--- src/imc_pkg.sv ---
package imc_pkg;
	localparam int CLK_HZ          = 10_000_000;
	localparam int MAIN_IDLE_S     = 15;
	localparam int CONF_IDLE_S     = 30;
	localparam int STATUS_MS       = 2000;
	localparam int PHASE_MS        = 1000;
	localparam int REPEAT_MS       = 500;
	localparam int MAIN_IDLE_CYC   = MAIN_IDLE_S * CLK_HZ;
	localparam int CONF_IDLE_CYC   = CONF_IDLE_S * CLK_HZ;
	localparam int STATUS_CYC      = STATUS_MS * (CLK_HZ / 1000);
	localparam int PHASE_CYC       = PHASE_MS * (CLK_HZ / 1000);
	localparam int REPEAT_CYC      = REPEAT_MS * (CLK_HZ / 1000);

	// Menu entries, also the index into the value store
	localparam logic [3:0] IT_STF   = 4'h0;
	localparam logic [3:0] IT_WL    = 4'h1;
	localparam logic [3:0] IT_BUGS  = 4'h2;
	localparam logic [3:0] IT_AVG   = 4'h3;
	localparam logic [3:0] IT_DAMP  = 4'h4;
	localparam logic [3:0] IT_CFG   = 4'h5;
	localparam logic [3:0] IT_VOL   = 4'h6;
	localparam logic [3:0] IT_UNITS = 4'h7;
	localparam logic [3:0] IT_RANGE = 4'h8;
	localparam logic [3:0] IT_TOP   = 4'h9;
	localparam logic [3:0] IT_BOT   = 4'ha;
	localparam logic [3:0] IT_MAIN  = 4'hb;
	localparam int         N_ITEMS  = 12;

	// Value limits; stf in 0.5 m/s, wing loading in 0.5 kg/m2
	localparam logic [7:0] STF_MAX   = 8'h0c;
	localparam logic [7:0] WL_MIN    = 8'h28;
	localparam logic [7:0] WL_MAX    = 8'h64;
	localparam logic [7:0] BUGS_MAX  = 8'h14;
	localparam logic [7:0] AVG_MIN   = 8'h02;
	localparam logic [7:0] AVG_MAX   = 8'h78;
	localparam logic [7:0] DAMP_MIN  = 8'h01;
	localparam logic [7:0] DAMP_MAX  = 8'h03;
	localparam logic [7:0] VOL_MAX   = 8'h08;
	localparam logic [7:0] UNITS_MAX = 8'h01;
	localparam logic [7:0] RANGE_MAX = 8'h02;
	localparam logic [7:0] QUANT_MAX = 8'h05;

	typedef enum logic [3:0] {
		M_STATUS = 4'b0001,
		M_VARIO  = 4'b0010,
		M_MAIN   = 4'b0100,
		M_CONF   = 4'b1000
	} imc_mode_e;

	typedef enum logic [2:0] {
		C_STATUS = 3'h0,
		C_AVG    = 3'h1,
		C_NET    = 3'h2,
		C_PROBE  = 3'h3,
		C_PARAM  = 3'h4
	} imc_centre_e;

	typedef struct packed {
		logic sel;
		logic plus;
		logic minus;
	} imc_btn_s;

	typedef struct packed {
		logic [7:0] stf;
		logic [7:0] wl;
		logic [7:0] bugs;
		logic [7:0] avg;
		logic [7:0] damp;
		logic [7:0] vol;
		logic [7:0] units;
		logic [7:0] range;
		logic [7:0] top;
		logic [7:0] bot;
	} imc_set_s;

	typedef struct packed {
		imc_centre_e centre;
		logic        inverse;
		logic [7:0]  top;
		logic [7:0]  bot;
		logic        show_stf;
		logic [3:0]  item;
		logic [7:0]  value;
	} imc_disp_s;
endpackage : imc_pkg

--- src/imc_top.sv ---
`timescale 1ns/1ns
// Summary of operation
// - Needle shows number negative, then value positive
// - Needle figures in half scale steps
// - Plus raises, minus lowers, within range
// - Damping 1 to 3; needle numbers 1, 2
// - Plus on config entry opens configuration
// - Select on config entry returns to vario
// - 30 s idle in configuration returns vario
// - Held select steps in configuration; plus on exit leaves
// - Store to memory only on vario return
// - Lost power discards unsaved edits
// - Needle config: volume, units, range entries
// - Needle exit entry returns to main menu
// - Averaging time 2 to 120 s
// - Speed-to-fly 0 to 6, 0.5 steps
// - Wing loading 20 to 50, 0.5 steps
// - Polar degradation 0 to 20 percent
// - Vario centre shows averaged climb, M
// - Speed-command centre shows net, inverse N
// - Top and bottom lines show chosen quantity
// - Speed-command variants show stf on bottom
// - Missing probe data shows probe text
// - Display variants show status at power-up
// - 15 s idle in main menu returns vario
// - Needle variant power-up goes straight to vario
// - Switch open vario, closed speed command
module imc_top
	import imc_pkg::*;
#(
	parameter bit LCD_FITTED   = 1'b1,
	parameter bit STF_FITTED   = 1'b1,
	parameter bit REMOTE_PROBE = 1'b0,
	parameter int MAIN_IDLE    = MAIN_IDLE_CYC,
	parameter int CONF_IDLE    = CONF_IDLE_CYC,
	parameter int STATUS_TIME  = STATUS_CYC,
	parameter int PHASE_TIME   = PHASE_CYC,
	parameter int REPEAT_TIME  = REPEAT_CYC
) (
	// Clock and reset
	input  wire logic               ref_clk,
	input  wire logic               sys_rst,
	// Pilot controls
	input  wire imc_pkg::imc_btn_s  btn,
	input  wire logic               stf_switch_closed,
	// Measurements
	input  wire logic signed [7:0]  vario_half,
	input  wire logic               probe_data_ok,
	// Non-volatile image
	input  wire imc_pkg::imc_set_s  nv_image,
	output      logic               nv_store,
	output      imc_pkg::imc_set_s  nv_data,
	// Live settings and indication
	output      imc_pkg::imc_set_s  settings,
	output      logic [7:0]         live_volume,
	output      logic               stf_mode,
	output      logic               menu_active,
	output      logic signed [7:0]  needle_half,
	output      imc_pkg::imc_disp_s disp
);
	import imc_pkg::*;

	if (MAIN_IDLE < 1 || CONF_IDLE < 1 || STATUS_TIME < 1 ||
	    PHASE_TIME < 1 || REPEAT_TIME < 1) begin : g_bad_time
		$error("imc_top: timing parameters must be at least one");
	end
	if (STF_FITTED && !LCD_FITTED) begin : g_bad_variant
		$error("imc_top: speed command needs the display variant");
	end

	imc_mode_e  mode;
	logic [3:0] item;
	logic [7:0] vals [N_ITEMS];
	logic [31:0] idle_cnt;
	logic [31:0] rep_cnt;
	logic [31:0] phase_cnt;
	logic        phase_val;
	imc_btn_s    btn_q;
	imc_btn_s    press;
	logic        rep_hit;
	logic        step_sel;
	logic        to_vario;

	function automatic logic [7:0] lo_of(input logic [3:0] it);
		case (it)
			IT_WL:   lo_of = WL_MIN;
			IT_AVG:  lo_of = AVG_MIN;
			IT_DAMP: lo_of = DAMP_MIN;
			default: lo_of = 8'h00;
		endcase
	endfunction : lo_of

	function automatic logic [7:0] hi_of(input logic [3:0] it);
		case (it)
			IT_STF:   hi_of = STF_MAX;
			IT_WL:    hi_of = WL_MAX;
			IT_BUGS:  hi_of = BUGS_MAX;
			IT_AVG:   hi_of = AVG_MAX;
			IT_DAMP:  hi_of = DAMP_MAX;
			IT_VOL:   hi_of = VOL_MAX;
			IT_UNITS: hi_of = UNITS_MAX;
			IT_RANGE: hi_of = RANGE_MAX;
			IT_TOP:   hi_of = QUANT_MAX;
			IT_BOT:   hi_of = QUANT_MAX;
			default:  hi_of = 8'h00;
		endcase
	endfunction : hi_of

	// First main-menu entry depends on fitted features
	function automatic logic [3:0] first_main();
		if (STF_FITTED)
			first_main = IT_STF;
		else if (LCD_FITTED)
			first_main = IT_AVG;
		else
			first_main = IT_DAMP;
	endfunction : first_main

	// Needle variant skips the display-only entries
	function automatic logic [3:0] next_item(input logic [3:0] it);
		if (it == IT_CFG || it == IT_MAIN)
			next_item = it;
		else if (!LCD_FITTED && it == IT_RANGE)
			next_item = IT_MAIN;
		else
			next_item = it + 4'h1;
	endfunction : next_item

	function automatic logic [7:0] needle_num(input logic [3:0] it);
		if (it == IT_MAIN)
			needle_num = 8'h06;
		else
			needle_num = {4'h0, it} - 8'h03;
	endfunction : needle_num

	assign press.sel   = btn.sel & ~btn_q.sel;
	assign press.plus  = btn.plus & ~btn_q.plus;
	assign press.minus = btn.minus & ~btn_q.minus;
	assign rep_hit  = (mode == M_CONF) && btn.sel && btn_q.sel &&
	                  (rep_cnt >= 32'(REPEAT_TIME - 1));
	assign step_sel = press.sel | rep_hit;

	assign to_vario =
		(mode == M_MAIN && item == IT_CFG && press.sel) ||
		(mode == M_MAIN && idle_cnt >= 32'(MAIN_IDLE - 1)) ||
		(mode == M_CONF && idle_cnt >= 32'(CONF_IDLE - 1)) ||
		(mode == M_CONF && item == IT_MAIN && press.plus && LCD_FITTED);

	always_ff @(posedge ref_clk) begin
		if (sys_rst)
			btn_q <= '0;
		else
			btn_q <= btn;
	end

	always_ff @(posedge ref_clk) begin
		if (sys_rst || !btn.sel || rep_hit)
			rep_cnt <= '0;
		else
			rep_cnt <= rep_cnt + 32'h1;
	end

	always_ff @(posedge ref_clk) begin
		if (sys_rst || press != '0 || mode == M_VARIO)
			idle_cnt <= '0;
		else
			idle_cnt <= idle_cnt + 32'h1;
	end

	// Mode and entry walk
	always_ff @(posedge ref_clk) begin
		if (sys_rst) begin
			mode <= LCD_FITTED ? M_STATUS : M_VARIO;
			item <= first_main();
		end else if (to_vario) begin
			mode <= M_VARIO;
			item <= first_main();
		end else begin
			case (mode)
				M_STATUS: if (idle_cnt >= 32'(STATUS_TIME - 1)) begin
					mode <= M_VARIO;
				end
				M_VARIO: if (press.sel) begin
					mode <= M_MAIN;
					item <= first_main();
				end
				M_MAIN: begin
					if (item == IT_CFG && press.plus) begin
						mode <= M_CONF;
						item <= IT_VOL;
					end else if (step_sel) begin
						item <= next_item(item);
					end
				end
				M_CONF: begin
					// needle exit goes to main menu
					if (item == IT_MAIN && press.plus) begin
						mode <= M_MAIN;
						item <= first_main();
					end else if (step_sel) begin
						item <= next_item(item);
					end
				end
				default: mode <= M_VARIO;
			endcase
		end
	end

	// Working copy; survives until reset, then reloaded from nv_image
	always_ff @(posedge ref_clk) begin
		if (sys_rst) begin
			vals[IT_STF]   <= nv_image.stf;
			vals[IT_WL]    <= nv_image.wl;
			vals[IT_BUGS]  <= nv_image.bugs;
			vals[IT_AVG]   <= nv_image.avg;
			vals[IT_DAMP]  <= nv_image.damp;
			vals[IT_CFG]   <= 8'h00;
			vals[IT_VOL]   <= nv_image.vol;
			vals[IT_UNITS] <= nv_image.units;
			vals[IT_RANGE] <= nv_image.range;
			vals[IT_TOP]   <= nv_image.top;
			vals[IT_BOT]   <= nv_image.bot;
			vals[IT_MAIN]  <= 8'h00;
		end else if (mode == M_MAIN || mode == M_CONF) begin
			if (press.plus && vals[item] < hi_of(item))
				vals[item] <= vals[item] + 8'h01;
			else if (press.minus && vals[item] > lo_of(item))
				vals[item] <= vals[item] - 8'h01;
		end
	end

	// Live volume is not stored; start-up volume is
	always_ff @(posedge ref_clk) begin
		if (sys_rst)
			live_volume <= nv_image.vol;
		else if (mode == M_VARIO && press.plus && live_volume < VOL_MAX)
			live_volume <= live_volume + 8'h01;
		else if (mode == M_VARIO && press.minus && live_volume != 8'h00)
			live_volume <= live_volume - 8'h01;
	end

	// one store pulse per vario return
	always_ff @(posedge ref_clk) begin
		if (sys_rst) begin
			nv_store <= 1'b0;
			nv_data  <= nv_image;
		end else begin
			nv_store <= to_vario;
			if (to_vario)
				nv_data <= settings;
		end
	end

	always_ff @(posedge ref_clk) begin
		if (sys_rst) begin
			settings <= nv_image;
		end else begin
			settings.stf   <= vals[IT_STF];
			settings.wl    <= vals[IT_WL];
			settings.bugs  <= vals[IT_BUGS];
			settings.avg   <= vals[IT_AVG];
			settings.damp  <= vals[IT_DAMP];
			settings.vol   <= vals[IT_VOL];
			settings.units <= vals[IT_UNITS];
			settings.range <= vals[IT_RANGE];
			settings.top   <= vals[IT_TOP];
			settings.bot   <= vals[IT_BOT];
		end
	end

	// Number phase restarts on every press, not on held-select repeat steps
	always_ff @(posedge ref_clk) begin
		if (sys_rst || press != '0 || mode == M_VARIO) begin
			phase_cnt <= '0;
			phase_val <= 1'b0;
		end else if (!phase_val && phase_cnt >= 32'(PHASE_TIME - 1)) begin
			phase_val <= 1'b1;
		end else begin
			phase_cnt <= phase_cnt + 32'h1;
		end
	end

	always_ff @(posedge ref_clk) begin
		if (sys_rst) begin
			needle_half <= '0;
			menu_active <= 1'b0;
			stf_mode    <= 1'b0;
		end else begin
			menu_active <= (mode == M_MAIN || mode == M_CONF);
			stf_mode    <= STF_FITTED && stf_switch_closed;
			if (!LCD_FITTED && (mode == M_MAIN || mode == M_CONF)) begin
				// number in full marks, value in half steps
				if (phase_val)
					needle_half <= vals[item];
				else
					needle_half <= -$signed(8'({needle_num(item), 1'b0}));
			end else begin
				needle_half <= vario_half;
			end
		end
	end

	always_ff @(posedge ref_clk) begin
		if (sys_rst) begin
			disp <= '0;
		end else begin
			disp.top      <= vals[IT_TOP];
			disp.bot      <= vals[IT_BOT];
			disp.show_stf <= STF_FITTED;
			disp.item     <= item;
			disp.value    <= vals[item];
			disp.inverse  <= 1'b0;
			if (mode == M_STATUS)
				disp.centre <= C_STATUS;
			else if (mode != M_VARIO)
				disp.centre <= C_PARAM;
			else if (REMOTE_PROBE && !probe_data_ok)
				disp.centre <= C_PROBE;
			else if (STF_FITTED && stf_switch_closed) begin
				disp.centre  <= C_NET;
				disp.inverse <= 1'b1;
			end else
				disp.centre <= C_AVG;
		end
	end
endmodule : imc_top

--- config.mk ---
export PLATFORM = sky130hd
export DESIGN_NAME = imc_top
export DESIGN_NICKNAME = d
export VERILOG_FILES = /design/src/imc_pkg.sv /design/src/imc_top.sv
export SDC_FILE = /design/constraint.sdc
export NUM_CORES = 1
export LEC_CHECK = 0
export ABC_AREA = 1
export BUFFER_PORTS_ARGS = -buffer_cell sky130_fd_sc_hd__buf_2
export CAP_MARGIN = 25
export CORE_MARGIN = 10
export CORE_UTILIZATION = 57
export DETAILED_ROUTE_END_ITERATION = 16
export HOLD_SLACK_MARGIN = 0.15
export PLACE_DENSITY = 0.82
export SYNTH_ARGS = -nofsm -noshare
export SYNTH_HDL_FRONTEND = slang
export SYNTH_SLANG_ARGS = --single-unit
export TNS_END_PERCENT = 5
--- constraint.sdc ---
create_clock -name ref_clk -period 5.3 [get_ports ref_clk]
set_clock_uncertainty 0.2 [all_clocks]
set_input_delay 0.53 -clock ref_clk [delete_from_list [all_inputs] [get_ports ref_clk]]
set_output_delay 0.53 -clock ref_clk [all_outputs]
set_load 0.05 [all_outputs]
== After elaboration in Yosys (flattened, before gate mapping) ==
Memories as Yosys holds them, arrays and structs flattened. A register that Yosys moved wholly into a read port is not among the register bits.
Cells that the tools add are included.

* Memories kept: 2
* Bits of input ports: 95
* Memory bits (writable): 96
* Bits in read-only memories: 112
* Word-level logic and storage cells: 164
* Flip-flop bits (word level): 232
* Output and inout port bits: 212

* Reductions and logical operators: 39
* Muxes and demuxes: 48
* Add/sub/neg operators: 7
* Bitwise logic cells: 8
* Eq/ne operators: 18
* $lt $le $gt $ge: 7

{| class="wikitable"
|+ Memories
! name !! words !! bits a word !! read ports !! clocked after Yosys merged registers in !! wr ports !! RTL line !! text
|-
| (no name shown) || 16 || 7 || 1 || 1 || 0 || imc_top.sv:94 || <nowiki>case (it)</nowiki>
|-
| vals || 12 || 8 || 11 || 9 || 12 || imc_top.sv:73 || <nowiki>logic [7:0] vals [N_ITEMS];</nowiki>
|}

{| class="wikitable"
|+ Operator list
! cell !! number
|-
| 2-to-1 mux 80 bit || 3
|-
| 2-to-1 mux 8 bit || 11
|-
| adder 32 x 1 -> 32 bit (second input constant) || 2
|-
| 2-to-1 mux 4 bit || 14
|-
| greater-or-equal comparator 32 x 23 -> 1 bit (second input constant) || 1
|-
| greater-or-equal comparator 32 x 25 -> 1 bit (second input constant) || 1
|-
| greater-or-equal comparator 32 x 28 -> 1 bit (second input constant) || 1
|-
| greater-or-equal comparator 32 x 29 -> 1 bit (second input constant) || 1
|-
| case mux 6 bit (3 select lines) || 1
|-
| logical AND 1 bit || 17
|-
| adder 8 x 1 -> 8 bit (second input constant) || 2
|-
| case mux 4 bit (4 select lines) || 1
|-
| subtractor 8 x 1 -> 8 bit (second input constant) || 2
|-
| 2-to-1 mux 1 bit || 13
|-
| 2-to-1 mux 13 bit || 1
|-
| equality test 4 x 3 -> 1 bit (second input constant) || 3
|-
| inequality test 3 bit (second input constant) || 4
|-
| case mux 4 bit (3 select lines) || 1
|-
| logical OR 1 bit || 9
|-
| nonzero test 3 bit || 3
|-
| equality test 4 x 1 -> 1 bit (second input constant) || 2
|-
| equality test 4 x 2 -> 1 bit (second input constant) || 2
|-
| equality test 4 bit (second input constant) || 2
|-
| > comparator 8 bit || 1
|-
| 18 further kinds || 29
|}

== Depth between registers and ports, before layout ==
Gate-level depths: netlist (run 1).

* Depth after elaboration: 19
* Mapped depth: 30
* Mapped depth without buffers: 27

== Worst setup path before layout (run 1) ==
No wires, ideal clock.

* Path type: register -> register
* Start point: register with a tool-made name
* End point: memory vals[8][6] (data pin)
* Setup time: 275 ps
* Data required time: 4825 ps
* Path slack: 783 ps
* Period minus slack after synthesis: 4517 ps
* Buffers on the path: 4
* Cell stages (with the launch flop): 26
* Arrival time: 4042 ps
* Cell sequence: dfxtp_1 buf_4 inv_4 buf_4 clkbuf_1 o21ai_0 o221ai_1 nand3_1 nand2_1 ha_1 or3_1 nand2_1 nand2_1 nand2_1 a21oi_1 nand2_1 inv_1 ha_1 nand2_1 o21ai_0 a21oi_1 o21bai_1 xor2_1 inv_1 clkbuf_1 o21ai_1

{| class="wikitable"
|+ RTL lines
! item !! RTL line
|-
| end: declaration || imc_top.sv:73
|}

==> results of run 1 <==
==> path summary, 6_finish.rpt <==
| check | start | end | slack, ns | cells past startpoint |
|---|---|---|---|---|
| max | flop | vals[10][2] | 0.18 | 21 |
| min | sys_rst | needle_half[2] | 0.24 | 2 |
| max reg2reg | flop | vals[10][2] | 0.18 | 21 |
| min reg2reg | idle_cnt[0] | idle_cnt[0] | 0.25 | 1 |
==> cells in the mapped netlist, types with 7 or more instances <==
library cell  instances  area, um^2
buf_4                 7        52.6
edfxtp_1            216        6490
a21oi_1              78         390
ha_1                 31         388
nor3_1               38         190
nor4_1               16         100
o211ai_1             13        97.6
xor2_1               10        87.6
o21ai_2              49         429
o21ai_0             138         691
nand3_1             109         546
buf_2                13        65.1
nor2_1              183         687
nand2_1             588        2210
buf_6                 8        90.1
inv_1               234         878
clkbuf_1             52         195
nand2_4               7        78.8
nand4_1              18         113
xnor2_1              11        96.3
nor3b_1              12        90.1
dfxtp_1             208        4160
==> registers in the layout, indices dropped and copies added, names as in the netlist, 3 cells and up, named ones only <==
name,count
live_volume,8
mode,4
settings,80
btn_q,3
nv_data,80
disp,32
vals,128
idle_cnt,32
rep_cnt,32
item,4
needle_half,8
==> layout by cell type, fill, tap and decap left out, types with 7 or more instances in the layout <==
cell / instances
nand2_1: 586
buf_2: 304
inv_1: 232
edfxtp_1: 216
dfxtp_1: 207
nor2_1: 183
o21ai_0: 136
nand3_1: 109
dlygate4sd3_1: 92
a21oi_1: 78
o21ai_2: 49
clkbuf_16: 45
nor3_1: 38
ha_1: 31
buf_4: 27
nand4_1: 18
nor4_1: 16
clkinv_2: 14
o211ai_1: 13
nor3b_1: 12
xnor2_1: 11
o21ai_1: 8
nand2_4: 8
xor2_1: 7
nand2_2: 7
==> metrics by stage <==
stage / area [um^2] / cells / util / hold slack, ns
floorplan: 18700 / 2111 / - / 0.218
global placement: 20600 / 2803 / 0.634 / 0.228
detailed placement: 20600 / 2803 / 0.634 / 0.240
CTS: 22900 / 2973 / 0.705 / 0.227
global route: 23000 / 2978 / 0.708 / 0.256
finish: 23000 / 2979 / 0.708 / 0.244
==> logic make-up after synthesis <==
family                   Yosys count  synth area share
AND/OR/NAND/NOR                  997             0.226
flip-flops                       424             0.571
buffers and inverters            325            0.0719
AO/OA/AOI/OAI                    311            0.0989
adder cells (fa/ha/maj)           33            0.0229
XOR/XNOR                          21           0.00985
==> routing by layer <==
| metal | up-vias | routed length (um) | GRT usage |
|---|---|---|---|
| met5 | - | 0 | 0 |
| met4 | 0 | 2390 | 0.112 |
| met3 | 175 | 5030 | 0.0537 |
| met2 | 854 | 27300 | 0.454 |
| met1 | 7563 | 20400 | 0.305 |
| li1 | 7728 | - | - |
==> cell type report <==
class | instances | share of cell area
clock inverter | 25 | 0.00882
tap | 442 | 0.0241
sequential | 424 | 0.463
inverter | 240 | 0.0395
antenna | 3 | 0.000327
clock buffer | 53 | 0.0516
multi-input combinational | 1362 | 0.292
timing repair buffer | 430 | 0.120
==> critical path, delay by kind of cell (launching register included) <==
| family | cells | cell delay (ns) |
|---|---|---|
| AND/OR/NAND/NOR | 8 | 0.84 |
| flip-flops | 1 | 0.34 |
| XOR/XNOR | 1 | 0.50 |
| adder cells (fa/ha/maj) | 2 | 0.71 |
| AO/OA/AOI/OAI | 5 | 1.11 |
| buffers and inverters | 5 | 1.23 |
==> power breakdown <==
group          internal, mW  switching (mW)  leakage (nW)
clock                  1.70            1.28         0.695
sequential             3.69          0.0948          3.83
combinational         0.390            1.19          6.06
==> what timing repair did <==
action,4_1_cts,5_1_grt
hold buffers,92,0
gates resized for setup,0,11
setup buffers,0,0
endpoints found under the setup margin,0,48
hold endpoints to repair,239,0
==> metrics.txt, run 1 <==
synthesized instance count=between 2k and 2.5k; root buffer cell=clkbuf_16; Overflow after GRT=0; fraction of layout cells with a size suffix above 1=0.197; Layout Nets=about 2.6k; Final min period=between 5 and 6 ns; num ports=between 300 and 400; vias in the first global route=approximately 16k; CP Capture Type=flop; worst skew pair latency=roughly 0.56 ns; Post-synth ARST share=0; Pwr Density=363 nW/um^2; CP Max Fanout=29; pre-CTS setup slack=around 0.23 ns; H-tree Lvls=2; CTS tree=built; largest net degree at the start of global routing=110; register area share after synthesis=0.571; Row Count=66; worst endpoint required time=roughly 5.5 ns; Tightest Hold Check Type=in -> reg; DIE HEIGHT=around 200 um; most frequent CP cell=nand2_1; Reg clk slew, reported paths=approximately 0.070 ns; Vias/cell=about 5.5; Yosys warning count=0; die area=slightly above 40000 um^2; crit-path max cell delay=0.55 ns; Area Growth Syn to Fin=23.2%; Max Clock Freq=just under 200 MHz; fill count=between 2k and 2.5k; Clock Tree Buf Depth=3; DRT antenna net count=0; Synth Flop Type=edfxtp_1; antenna violations before repair=2; Core ar.=approximately 32000 um^2; first-pass GRT wire length=85.0 mm; total power=8.34 mW; Setup CP Type=reg -> reg; RSZ-0062 raised after global routing=yes; post-route clock period utilization=0.966; DRC viols=0; CTS buffer count=between 40 and 50; Slew Viols, Final=0; final worst-path setup slack=0.181 ns; drt wl/cell=approximately 19 um; Post-synth EDFFs=between 200 and 250; Synth Cell Area=around 19000 um^2; critical path, cell by cell=clkinv_2 > buf_12 > o21ai_0 > nand3_1 > nand3_1 > nand2_1 > ha_1 > inv_1 > o21ai_0 > o21ai_0 > nand3_1 > nand2_1 > nand2_1 > nand2_1 > a21oi_1 > nand2_1 > inv_1 > ha_1 > xnor2_1 > inv_1 > o21ai_0; Syn Nets=2239; synthesized area per cell=about 9 um^2; total negative setup slack=0 ns; GP Congestion=around 0.95; Worst-Margin Slew=roughly 0.94 ns; CP Launch Type=flop; Yosys reg bits=424; First-pass DRT Iterations=6; clock sinks=between 400 and 500; Final HPWL DP=between 30 and 40 mm; setup violators final=0; GRT Total Usage=0.261; Rel. slew slack=0.371; run status=finished, final reports clean; via count=16.3k; Crit-path slowest cell=inv_1; Die X=~200 um; initial core utilization=0.575; Lkg Pwr=approximately 11 nW; CP arrival=roughly 5.3 ns; overall routed net length=55.1 mm; DR iter-0 viols=between 1.5k and 2k; I/O Buffers=roughly 300; MaxCap Viol Count=0; endpoints failing hold=0; multi-input logic area=6710 um^2; Peak VDD IR=roughly 0.26 mV; Cell variety after synth=52; Register Area=between 10000 and 15000 um^2
Note: power is estimated with default switching activity, not from simulation.
==> run 2, diff against run 1 <==
Settings changed: BUFFER_PORTS_ARGS -buffer_cell sky130_fd_sc_hd__buf_2 to -buffer_cell sky130_fd_sc_hd__buf_4.
==> run 2 against run 1 <==
Effect of this change: sequential power is essentially flat; wire length shrank 1.5%; sequential cell count is the same; count of clock-buffer cells in the layout grew 9; register-to-register slack gained 0.22 ns; global-route usage shrank 0.18 points; largest power group unchanged.
==> metrics.txt, run 2 (synthesized netlist as in run 1, its figures left out) <==
run status=finished, final reports clean; via count=approximately 16k; DRC viols=0; Lkg Pwr=between 10 and 15 nW; Max Clock Freq=204 MHz; CTS buffer count=43; root buffer cell=clkbuf_16; antenna violations before repair=2; Row Count=66; CP Capture Type=flop; Pwr Density=about 350 nW/um^2; worst skew pair latency=between 0.5 and 0.6 ns; post-CTS setup repair buffer count=0; CP arrival=between 5 and 6 ns; RSZ-0062 raised after global routing=no; busiest grt layer=met2; setup violators final=0; initial core utilization=0.575; most common cell after layout, fill and taps aside=nand2_1; post-route clock period utilization=0.924; Worst-Margin Slew=approximately 0.96 ns; num ports=around 310; global-route track usage on met3=0.0413; fraction of layout cells with a size suffix above 1=0.192; Tightest Hold Check Type=in -> reg; CTS tree=built; Final min period=approximately 4.9 ns; GP Congestion=0.933; DIE HEIGHT=~200 um; DRT antenna net count=0; total negative setup slack=0 ns; met2 usage=0.454; First-pass DRT Iterations=7; I/O Buffers=305; Largest Register=vals; Rel. slew slack=0.359; drt wl/cell=18.2 um; die area=between 40000 and 50000 um^2; DR iter-0 viols=between 1k and 1.5k; Inst Count DP=about 2.8k; Cell Count, Final, Fillers Out=between 2k and 3k; HP Start=sys_rst; endpoints failing hold=0; Reg clk slew, reported paths=about 0.06 ns; max FFs per register=around 130; CP Launch Type=flop; Slew Viols, Final=0; Peak VDD IR=0.243 mV; most frequent cells in the layout=587 x nand2_1, 333 x buf_4, 232 x inv_1; MaxCap Viol Count=0; Area Growth Syn to Fin=26.7%; Final HPWL DP=around 38 mm; Vias/cell=~5.4; Die X=approximately 200 um; H-tree Lvls=2; Clock Tree Buf Depth=3; overall routed net length=around 54 mm; worst endpoint required time=roughly 5.5 ns; GRT Total Usage=0.259; Core ar.=between 30000 and 40000 um^2; Setup CP Type=reg -> reg; largest net degree at the start of global routing=~110; Overflow after GRT=0; Layout Nets=about 2.6k; first-pass GRT wire length=about 85 mm; clock sinks=424; Final Util=0.729; largest registers=vals (128), nv_data (80), settings (80); vias in the first global route=15.7k; met1 GRT Util=0.314; CP Max Fanout=36
[run 2: changes by cell type in the layout (fill, tap and decap cells not counted), sizes merged, moves of 2 or more]
cell	change
clkinv	-3
inv	-2
buf	+2
bufinv	-2
clkbuf	+9
[run 2: report_power, final]
group / switching, mW / internal, mW
clock network: 1.26 / 1.57
logic: 1.19 / 0.484
registers: 0.101 / 3.70
total: 2.55 / 5.75
[run 2: timing repair]
action                                  in CTS  in global routing
hold buffers                                92                  0
endpoints found under the hold margin      253                  0
endpoints found under the setup margin       0                 34
gates resized for setup                      0                  6
[run 2: routing by layer]
layer,part of all wire,up-vias,wire (um)
met2,0.51,750,27500
met4,0.034,0,1850
met3,0.082,129,4480
li1,-,7716,-
met1,0.38,7569,20500
met5,0,-,0
[run 2: stage by stage]
step	power (mW)	setup slack, ns	hold WS, ns	instance area, um^2
finish	8.30	0.403	0.238	23600
global route	8.56	0.0451	0.277	23600
CTS	8.28	0.289	0.256	23600
detailed placement	5.44	0.321	0.241	21300
global placement	5.40	0.424	0.233	21300
floorplan	4.85	0.783	0.218	18700
[run 2: final timing paths]
kind              cells after the start  slack, ns     endpoint
setup / recovery                     24       0.40   vals[0][3]
hold / removal                        2       0.24     btn_q[0]
setup reg to reg                     24       0.40   vals[0][3]
hold reg to reg                       1       0.25  idle_cnt[0]
[run 2: worst max-delay path: stages, from the launching register on]
cell	delay (ns)
dfxtp_2	0.36
inv_2	0.07
buf_12	0.17
o21ai_0	0.26
nand3_1	0.13
nand3_1	0.14
nand2_1	0.20
ha_1	0.36
inv_1	0.04
o21ai_0	0.14
o21ai_0	0.10
nand3_1	0.08
nand2_1	0.06
nand2_1	0.06
nand2_1	0.06
a21oi_1	0.26
nand2_1	0.17
inv_2	0.15
ha_1	0.31
a21oi_1	0.20
nand2_1	0.09
xor2_1	0.37
inv_1	0.31
buf_4	0.29
o21ai_2	0.14
[run 2: area by class of cell]
cell class | instances | area [um^2]
Antenna cell | 2 | 5.00
Clock buffer | 62 | 1190
Clock inverter | 17 | 116
Fill cell | 2321 | 8810
Inverter | 240 | 910
Multi-Input combinational cell | 1362 | 6690
Sequential cell | 424 | 10700
Tap cell | 442 | 553
Timing Repair Buffer | 432 | 3530
